**config.mk**
```make
export PLATFORM = sky130hd
export DESIGN_NAME = mbd_branch_decode
export DESIGN_NICKNAME = d
export VERILOG_FILES = /design/src/verilog/mbd_pkg.sv /design/src/verilog/mbd_cond_select.sv /design/src/verilog/mbd_branch_decode.sv
export SDC_FILE = /design/constraint.sdc
export NUM_CORES = 1
export LEC_CHECK = 0
export BUFFER_PORTS_ARGS = -buffer_cell sky130_fd_sc_hd__buf_2
export CAP_MARGIN = 20
export CORE_MARGIN = 3
export CORE_UTILIZATION = 43
export CTS_CLUSTER_DIAMETER = 50
export DETAILED_ROUTE_END_ITERATION = 7
export PLACE_DENSITY = 0.84
export RECOVER_POWER = 50
export SYNTH_ARGS = -nofsm -noshare
export SYNTH_HDL_FRONTEND = slang
export SYNTH_SLANG_ARGS = --single-unit
export TNS_END_PERCENT = 20
```
**constraint.sdc**
```tcl
create_clock -name i_mclk -period 3.1 [get_ports i_mclk]
set_input_delay 0.155 -clock i_mclk [delete_from_list [all_inputs] [get_ports i_mclk]]
set_output_delay 0.155 -clock i_mclk [all_outputs]
set_load 0.05 [all_outputs]
```
**src/verilog/mbd_pkg.sv**
```systemverilog
// Package with decode constants and carrier types for the microcore branch decoder
package mbd_pkg;

  localparam int unsigned INSTR_W      = 16;
  localparam int unsigned ADDR_W       = 10;
  localparam int unsigned COND_W       = 6;
  localparam int unsigned OFFS_W       = 5;

  // Opcode fields and their widths
  localparam int unsigned COND_REL_OPC_W = 5;
  localparam int unsigned ID_ABS_OPC_W   = 11;
  localparam int unsigned ID_ABS_TAIL_W  = 3;
  localparam int unsigned ID_REL_OPC_W   = 10;
  localparam logic [COND_REL_OPC_W-1:0] COND_REL_OPC = 5'h00;
  localparam logic [ID_ABS_OPC_W-1:0]   ID_ABS_OPC   = 11'h1cc;
  localparam logic [ID_ABS_TAIL_W-1:0]  ID_ABS_TAIL  = 3'h5;
  localparam logic [ID_REL_OPC_W-1:0]   ID_REL_OPC   = 10'h0bd;

  // Field positions inside the instruction word
  localparam int unsigned COND_REL_OPC_LSB = 11;
  localparam int unsigned ID_ABS_OPC_LSB   = 5;
  localparam int unsigned ID_ABS_TAIL_LSB  = 0;
  localparam int unsigned ID_REL_OPC_LSB   = 6;
  localparam int unsigned SELECTOR_LSB     = 5;
  localparam int unsigned OFFS_LSB         = 0;
  localparam int unsigned ID_ABS_SEL_BIT   = 4;
  localparam int unsigned ID_REL_SEL_BIT   = 5;
  localparam int unsigned JREG_SEL_BIT     = 3;

  // Condition selector base codes
  localparam logic [5:0]  SEL_FLAG_LO  = 6'h00;
  localparam logic [5:0]  SEL_FLAG_HI  = 6'h10;
  localparam logic [5:0]  SEL_TERM_CNT = 6'h20;
  localparam logic [5:0]  SEL_START_LO = 6'h24;
  localparam logic [5:0]  SEL_START_HI = 6'h25;
  localparam logic [5:0]  SEL_SCV_LO   = 6'h26;
  localparam logic [5:0]  SEL_SCS_LO   = 6'h29;
  localparam logic [5:0]  SEL_SCV_HI   = 6'h2c;
  localparam logic [5:0]  SEL_ALU_DONE = 6'h2f;
  localparam logic [5:0]  SEL_BOOST_HI = 6'h30;
  localparam logic [5:0]  SEL_BOOST_LO = 6'h31;
  localparam logic [5:0]  SEL_CUR_HI   = 6'h32;
  localparam logic [5:0]  SEL_CUR_LO   = 6'h38;
  localparam logic [5:0]  SEL_OCUR_HI  = 6'h3e;
  localparam logic [5:0]  SEL_OCUR_LO  = 6'h3f;

  // Reset value and sequential step of the program counter
  localparam logic [ADDR_W-1:0] PC_RESET = 10'h000;
  localparam logic [ADDR_W-1:0] PC_STEP  = 10'h001;

  // Feedback inputs sampled by the condition selector
  typedef struct packed {
    logic [15:0] flags;
    logic [3:0]  terminal_count;
    logic        start;
    logic [2:0]  shortcut_drain_source_fb;
    logic [2:0]  shortcut_source_fb;
    logic        alu_done;
    logic        boost_voltage_high;
    logic [5:0]  current_feedback;
    logic        own_current_feedback;
  } mbd_cond_in_t;

  // Branch decision handed from the decoder to the sequencer
  typedef struct packed {
    logic              is_branch;
    logic              taken;
    logic [ADDR_W-1:0] target;
  } mbd_branch_t;

  // Operand fields split out of the instruction word
  typedef struct packed {
    logic [COND_W-1:0] selector;
    logic [OFFS_W-1:0] offset;
    logic              id_abs_select;
    logic              id_rel_select;
    logic              jump_register_select;
  } mbd_instr_fields_t;

endpackage : mbd_pkg

```
**src/verilog/mbd_cond_select.sv**
```systemverilog
// Condition selector multiplexer for the relative conditional branch
module mbd_cond_select (
  input  wire logic [5:0]           i_sel,
  input  wire mbd_pkg::mbd_cond_in_t i_cond,
  output logic                      o_true
);

  // Range compare then index; the whole 6-bit space is mapped
  always_comb
  begin
    o_true = 1'b0;
    if (i_sel < mbd_pkg::SEL_FLAG_HI)
      o_true = ~i_cond.flags[i_sel[3:0]];
    else if (i_sel < mbd_pkg::SEL_TERM_CNT)
      o_true = i_cond.flags[i_sel[3:0]];
    else if (i_sel < mbd_pkg::SEL_START_LO)
      o_true = i_cond.terminal_count[i_sel[1:0]];
    else if (i_sel == mbd_pkg::SEL_START_LO)
      o_true = ~i_cond.start;
    else if (i_sel == mbd_pkg::SEL_START_HI)
      o_true = i_cond.start;
    else if (i_sel < mbd_pkg::SEL_SCS_LO)
      o_true = ~i_cond.shortcut_drain_source_fb[2'(i_sel - mbd_pkg::SEL_SCV_LO)];
    else if (i_sel < mbd_pkg::SEL_SCV_HI)
      o_true = ~i_cond.shortcut_source_fb[2'(i_sel - mbd_pkg::SEL_SCS_LO)];
    else if (i_sel < mbd_pkg::SEL_ALU_DONE)
      o_true = i_cond.shortcut_drain_source_fb[2'(i_sel - mbd_pkg::SEL_SCV_HI)];
    else if (i_sel == mbd_pkg::SEL_ALU_DONE)
      o_true = i_cond.alu_done;
    else if (i_sel == mbd_pkg::SEL_BOOST_HI)
      o_true = i_cond.boost_voltage_high;
    else if (i_sel == mbd_pkg::SEL_BOOST_LO)
      o_true = ~i_cond.boost_voltage_high;
    else if (i_sel < mbd_pkg::SEL_CUR_LO)
      o_true = i_cond.current_feedback[3'(i_sel - mbd_pkg::SEL_CUR_HI)];
    else if (i_sel < mbd_pkg::SEL_OCUR_HI)
      o_true = ~i_cond.current_feedback[3'(i_sel - mbd_pkg::SEL_CUR_LO)];
    else if (i_sel == mbd_pkg::SEL_OCUR_HI)
      o_true = i_cond.own_current_feedback;
    else
      o_true = ~i_cond.own_current_feedback;
  end

endmodule : mbd_cond_select

```
**src/verilog/mbd_branch_decode.sv**
```systemverilog
// Branch decoder and program counter update for one microcore
module mbd_branch_decode (
  input  wire logic                           i_mclk,
  input  wire logic                           i_rst_n,
  input  wire logic                           i_instr_valid,
  input  wire logic [mbd_pkg::INSTR_W-1:0]    i_instr,
  input  wire logic                           i_core_id,
  input  wire logic [mbd_pkg::ADDR_W-1:0]     i_jump_register_set_0,
  input  wire logic [mbd_pkg::ADDR_W-1:0]     i_jump_register_set_1,
  input  wire mbd_pkg::mbd_cond_in_t          i_cond,
  output logic [mbd_pkg::ADDR_W-1:0]          o_core_program_counter,
  output logic                                o_branch_taken,
  output logic                                o_branch_decoded
);

  // Timing: the instruction at the program counter is presented with i_instr_valid
  // and executes at the next rising edge; the counter and the branch report change
  // at that edge, so the report stands for exactly one cycle after the instruction
  // Limitation: only the three identity and condition forms are branches here;
  // every other opcode simply steps to the next code address

  // Program counter and the registered branch report
  logic [mbd_pkg::ADDR_W-1:0]  core_program_counter_q;
  logic [mbd_pkg::ADDR_W-1:0]  core_program_counter_d;
  logic                        taken_q;
  logic                        taken_d;
  logic                        decoded_q;
  logic                        decoded_d;

  // Operand fields and opcode matches of the three handled forms
  mbd_pkg::mbd_instr_fields_t  fields;
  logic                        is_cond_rel;
  logic                        is_id_abs;
  logic                        is_id_rel;
  logic                        cond_true;

  // Identity test
  logic                        first_core_test;
  logic                        second_core_test;
  logic                        core_identity_select;
  logic                        identity_hit;

  // Targets: relative, absolute and the sequential step
  logic [mbd_pkg::ADDR_W-1:0]  offset_ext;
  logic [mbd_pkg::ADDR_W-1:0]  rel_target;
  logic [mbd_pkg::ADDR_W-1:0]  abs_target;
  logic [mbd_pkg::ADDR_W-1:0]  seq_target;

  // One decision per form, then the merged decision
  mbd_pkg::mbd_branch_t        cond_rel_branch;
  mbd_pkg::mbd_branch_t        id_abs_branch;
  mbd_pkg::mbd_branch_t        id_rel_branch;
  mbd_pkg::mbd_branch_t        branch;

  // Operand fields; each form keeps its operands at fixed bit positions
  // Both relative forms share the offset in the low five bits
  always_comb
  begin
    fields.selector             = i_instr[mbd_pkg::SELECTOR_LSB +: mbd_pkg::COND_W];
    fields.offset               = i_instr[mbd_pkg::OFFS_LSB +: mbd_pkg::OFFS_W];
    fields.id_abs_select        = i_instr[mbd_pkg::ID_ABS_SEL_BIT];
    fields.id_rel_select        = i_instr[mbd_pkg::ID_REL_SEL_BIT];
    fields.jump_register_select = i_instr[mbd_pkg::JREG_SEL_BIT];
  end

  // Opcode matches; the patterns are disjoint, so no priority is implied
  // A near-miss opcode matches none of them and is treated as a plain instruction
  assign is_cond_rel = (i_instr[mbd_pkg::COND_REL_OPC_LSB +: mbd_pkg::COND_REL_OPC_W]
                        == mbd_pkg::COND_REL_OPC);
  assign is_id_abs   = (i_instr[mbd_pkg::ID_ABS_OPC_LSB +: mbd_pkg::ID_ABS_OPC_W]
                        == mbd_pkg::ID_ABS_OPC) &&
                       (i_instr[mbd_pkg::ID_ABS_TAIL_LSB +: mbd_pkg::ID_ABS_TAIL_W]
                        == mbd_pkg::ID_ABS_TAIL);
  assign is_id_rel   = (i_instr[mbd_pkg::ID_REL_OPC_LSB +: mbd_pkg::ID_REL_OPC_W]
                        == mbd_pkg::ID_REL_OPC);

  // Identity selector sits at a different bit in the absolute and relative forms
  assign core_identity_select = is_id_abs ? fields.id_abs_select
                                          : fields.id_rel_select;

  // Core 0 and core 1 tests; for a given core at most one of them can hold
  assign first_core_test  = ~core_identity_select & ~i_core_id;
  assign second_core_test = core_identity_select & i_core_id;
  assign identity_hit     = first_core_test | second_core_test;

  // Sign extension of the offset, one generated bit at a time
  // The top offset bit is the sign and fills every upper address bit
  genvar gi;
  generate
    for (gi = 0; gi < mbd_pkg::ADDR_W; gi++)
    begin : g_offset_ext
      if (gi < mbd_pkg::OFFS_W)
      begin : g_low
        assign offset_ext[gi] = fields.offset[gi];
      end
      else
      begin : g_sign
        assign offset_ext[gi] = fields.offset[mbd_pkg::OFFS_W-1];
      end
    end
  endgenerate

  // The relative sum wraps modulo the code memory size, so a branch near 0 lands near the top
  // Jump registers hold full code addresses, so any location is reachable
  assign rel_target = core_program_counter_q + offset_ext;
  assign abs_target = fields.jump_register_select ? i_jump_register_set_1
                                                  : i_jump_register_set_0;
  assign seq_target = core_program_counter_q + mbd_pkg::PC_STEP;

  // Condition selector; its answer only counts for the conditional relative form
  mbd_cond_select u_cond_select (
    .i_sel  (fields.selector),
    .i_cond (i_cond),
    .o_true (cond_true)
  );

  // Conditional relative form
  // Taken when the selected condition is true
  always_comb
  begin
    cond_rel_branch.is_branch = is_cond_rel;
    cond_rel_branch.taken     = is_cond_rel & cond_true;
    cond_rel_branch.target    = rel_target;
  end

  // Absolute form on identity
  // Taken when the identity selector names this core
  always_comb
  begin
    id_abs_branch.is_branch = is_id_abs;
    id_abs_branch.taken     = is_id_abs & identity_hit;
    id_abs_branch.target    = abs_target;
  end

  // Relative form on identity
  // Same identity test, relative target
  always_comb
  begin
    id_rel_branch.is_branch = is_id_rel;
    id_rel_branch.taken     = is_id_rel & identity_hit;
    id_rel_branch.target    = rel_target;
  end

  // Merge; a cycle without a valid instruction never reports a branch
  // Keeping one decision per form costs a few gates but keeps each form readable
  always_comb
  begin
    branch.is_branch = 1'b0;
    branch.taken     = 1'b0;
    branch.target    = seq_target;
    if (cond_rel_branch.is_branch)
      branch = cond_rel_branch;
    else if (id_abs_branch.is_branch)
      branch = id_abs_branch;
    else if (id_rel_branch.is_branch)
      branch = id_rel_branch;
    if (!i_instr_valid)
    begin
      branch.is_branch = 1'b0;
      branch.taken     = 1'b0;
    end
  end

  // Next program counter; holds when no instruction is presented
  // An untaken branch steps exactly like any other instruction
  always_comb
  begin
    core_program_counter_d = core_program_counter_q;
    taken_d                = branch.taken;
    decoded_d              = branch.is_branch;
    if (i_instr_valid)
    begin
      if (branch.taken)
        core_program_counter_d = branch.target;
      else
        core_program_counter_d = seq_target;
    end
  end

  // State registers, synchronous reset
  // Reset restarts the core at code address 0 and drops any instruction in flight
  always_ff @(posedge i_mclk)
  begin
    if (!i_rst_n)
    begin
      core_program_counter_q <= mbd_pkg::PC_RESET;
      taken_q                <= 1'b0;
      decoded_q              <= 1'b0;
    end
    else
    begin
      core_program_counter_q <= core_program_counter_d;
      taken_q                <= taken_d;
      decoded_q              <= decoded_d;
    end
  end

  // Outputs straight from flip-flops
  assign o_core_program_counter = core_program_counter_q;
  assign o_branch_taken         = taken_q;
  assign o_branch_decoded       = decoded_q;

endmodule : mbd_branch_decode

```
==> impl_metrics.env <==
export IMPL_synth_seq_area_share_pct=11.9
export IMPL_path_cells="buf_2 > inv_1 > ha_1 > and4b_1 > and4_1 > mux2i_1 > xnor2_1 > a221o_1 > or2_1 > buf_4 > a221o_1 > o2111a_1"
export IMPL_synthTopCellsByCount="mux2i_1 (21), nor2_1 (18), ha_1 (16), nand2_1 (16), inv_1 (13)"
export IMPL_port_buffers=87
export IMPL_grt_max_degree=19
export IMPL_drt_met1_wl_um=2310
export IMPL_post_cts_buffers=0
export IMPL_slowest_delay_ns=0.35
export IMPL_dp_hpwl_um=4860
export IMPL_path_buf_inv=3
export IMPL_clockRootBuffer="clkbuf_8"
export IMPL_clockBufferDepth=2
export IMPL_p_seq_share_pct=30.6
export IMPL_insertedDiodeCount=0
export IMPL_finalCritPeriodShare_pct=84.1
export IMPL_swShare_pct=33.8
export IMPL_synth_nets=341
export IMPL_vias_per_cell=5.99
export IMPL_drt_pass1_iterations=4
export IMPL_multiInputGateArea_um2=1650
export IMPL_yosysUniqueCellTypes=58
export IMPL_drt_wl_total_um=5840
export IMPL_ys_ff_latch=12
export IMPL_final_layout_size_suffix_gt1_share_pct=28.3
export IMPL_fill_cells=415
export IMPL_clkTransAtPathRegs_ns=0.05
export IMPL_rows=24
export IMPL_pwr_share_comb_pct=43.8
export IMPL_synth_main_ff_cell="dfxtp_1"
export IMPL_ctsHtreeMaxLevel=1
export IMPL_fin_worst_skew_ns=0.00123
export IMPL_drc_errors=0
export IMPL_antenna_found_initial=0
export IMPL_path_common_cell="a221o_1"
export IMPL_status="completed"
export IMPL_p_leak_nw=1.16
export IMPL_async_reset_ff_share_pct=0
export IMPL_p_int_mw=0.359
export IMPL_path_max_fanout=18
export IMPL_start_util_pct=45.4
export IMPL_die_area_um2=5550
export IMPL_cts_tree="yes"
export IMPL_clockPowerShare_pct=25.6
export IMPL_cp_slowest_cell="a221o_1"
export IMPL_yosysMostFrequentCell="mux2i_1"
export IMPL_setup_worst_path_class="primary input to flop"
export IMPL_gp_congestion=0.884
export IMPL_cp_top_family="compound AO/OA/AOI/OAI gates"
export IMPL_critPathCaptureType="flop"
export IMPL_slew_headroom_pct=60.4
export IMPL_tns_ns=0
export IMPL_chipWidth_um=74.5
export IMPL_grt_pass1_wl_um=9620
export IMPL_grt_overflow=0
export IMPL_finalSetupViolCount=0
export IMPL_synth_area_um2=2020
export IMPL_io_pins=88
export IMPL_grt_pass1_vias=2195
export IMPL_synth_top_area_share_pct=11.9
export IMPL_syn_avg_cell_area_um2=8.13
export IMPL_maxCapViolations=0
export IMPL_route_met2_wl_um=2900
export IMPL_worstMarginPinSlew_ns=0.597
export IMPL_clk_latency_ns=0.24
export IMPL_die_h_um=74.5
export IMPL_worstPathRequired_ns=3.23
export IMPL_holdBufCountCts=0
export IMPL_yosys_area_top_type="dfxtp_1"
export IMPL_synth_edf_count=0
export IMPL_rsz0062_at_grt="no"
export IMPL_arrival_ns=2.74
export IMPL_cellPowerDensity_nw_per_um2=217
export IMPL_fmax_ghz=0.383
export IMPL_slew_violations=0
export IMPL_area_growth_pct=24.1
export IMPL_switchingPower_mw=0.183
export IMPL_final_nets=424
export IMPL_cts_buffers=3
export IMPL_ys_warn_count=0
export IMPL_core_area_um2=4440
export IMPL_startpoint_type="primary input"
export IMPL_grtUsageTotal_pct=22.0
export IMPL_seqCellArea_um2=240
export IMPL_stdcell_area_um2=2500
export IMPL_min_period_ns=2.61
export IMPL_synthTopCellsByArea="dfxtp_1 (12%), mux2i_1 (10%), ha_1 (9.9%)"
export IMPL_vdd_drop_max_uv=116
export IMPL_finalHoldViolCount=0
export IMPL_hp_class="primary input to flop"
export IMPL_avgRoutedWirePerCell_um=15.3
export IMPL_place_area_um2=2480
export IMPL_drt_iter0_drc=193
export IMPL_met3_length_um=509
export IMPL_final_antenna_net_count=0
export IMPL_top_layer="met4"
export IMPL_cts_resized=0
export IMPL_vias=2284
export IMPL_total_power_mw=0.542
export IMPL_cts_sinks=12
export IMPL_syn_inst=248
## kinds of logic after synthesis
group | share of synthesized area, %
simple gates | 20.0
compound gates | 23.8
mux | 21.4
buf+inv | 6.33
fa+ha+maj | 10.9
xor+xnor | 5.65
flops | 11.9
## registers in the layout (all words and copies together), names as in the netlist
signal / flops
o_branch_taken: 1
o_core_program_counter: 10
o_branch_decoded: 1
## power by group through the flow
stage | Sequential, mW | Combinational (mW) | Clock, mW
final | 0.166 | 0.237 | 0.139
after floorplan | 0.181 | 0.138 | 0
after CTS | 0.166 | 0.238 | 0.142
after global routing | 0.166 | 0.262 | 0.152
after global placement | 0.169 | 0.231 | 0
after detailed placement | 0.169 | 0.237 | 0
## worst paths after layout
| check | startpoint | cells after the start | slack [ns] | endpoint |
|---|---|---|---|---|
| hold / removal | i_rst_n | 2 | 0.25 | o_core_program_counter[2] |
| setup / recovery | i_instr[5] | 12 | 0.49 | o_core_program_counter[6] |
| setup reg to reg | o_core_program_counter[0] | 11 | 0.63 | o_core_program_counter[8] |
| hold reg to reg | o_core_program_counter[7] | 2 | 0.57 | o_core_program_counter[7] |
## per-stage QoR
stage	setup slack [ns]	std cells	hold slack (ns)	util, %
global placement	0.361	378	0.497	55.7
floorplan	0.456	248	0.373	-
CTS	0.506	381	0.240	56.6
finish	0.491	381	0.246	56.3
global route	0.375	381	0.249	56.3
detailed placement	0.252	378	0.492	55.7
## cell usage in the layout (no fill, tap or decap), types with 5 or more instances in the layout
cell type / Yosys / final
xor2_1: 5 / 5
clkbuf_1: 7 / 12
dfxtp_1: 12 / 12
nand2_1: 16 / 16
a21oi_1: 10 / 10
o21ai_0: 11 / 11
nor3_1: 6 / 6
buf_2: 3 / 75
mux2i_1: 21 / 21
inv_1: 13 / 13
buf_4: 0 / 5
nor2_1: 18 / 18
ha_1: 16 / 16
o22ai_1: 8 / 8
xnor2_1: 8 / 8
nand3_1: 12 / 12
and3_1: 6 / 6
a22oi_1: 5 / 5
## layout make-up
cell class / instances / area share [%]
clock buffer: 3 / 1.65
tap: 52 / 2.60
multi-input combinational: 209 / 65.9
sequential: 12 / 9.60
inverter: 13 / 1.95
timing repair buffer: 92 / 18.3
## worst register-to-register path, stage by stage (launching register included)
cell,delay (ns)
dfxtp_1,0.43
ha_1,0.21
inv_1,0.06
fa_1,0.41
nor2b_1,0.12
o21ai_0,0.12
a21o_1,0.20
a21oi_1,0.19
xor2_1,0.18
o22ai_1,0.10
mux2_4,0.28
a21oi_2,0.12
## metal layers
layer	vias to the layer above	GRT usage (%)
li1	1122	-
met1	1034	24.9
met3	11	3.24
met5	-	0
met4	0	6.13
met2	117	42.3
(Power assumes the default switching activity.)
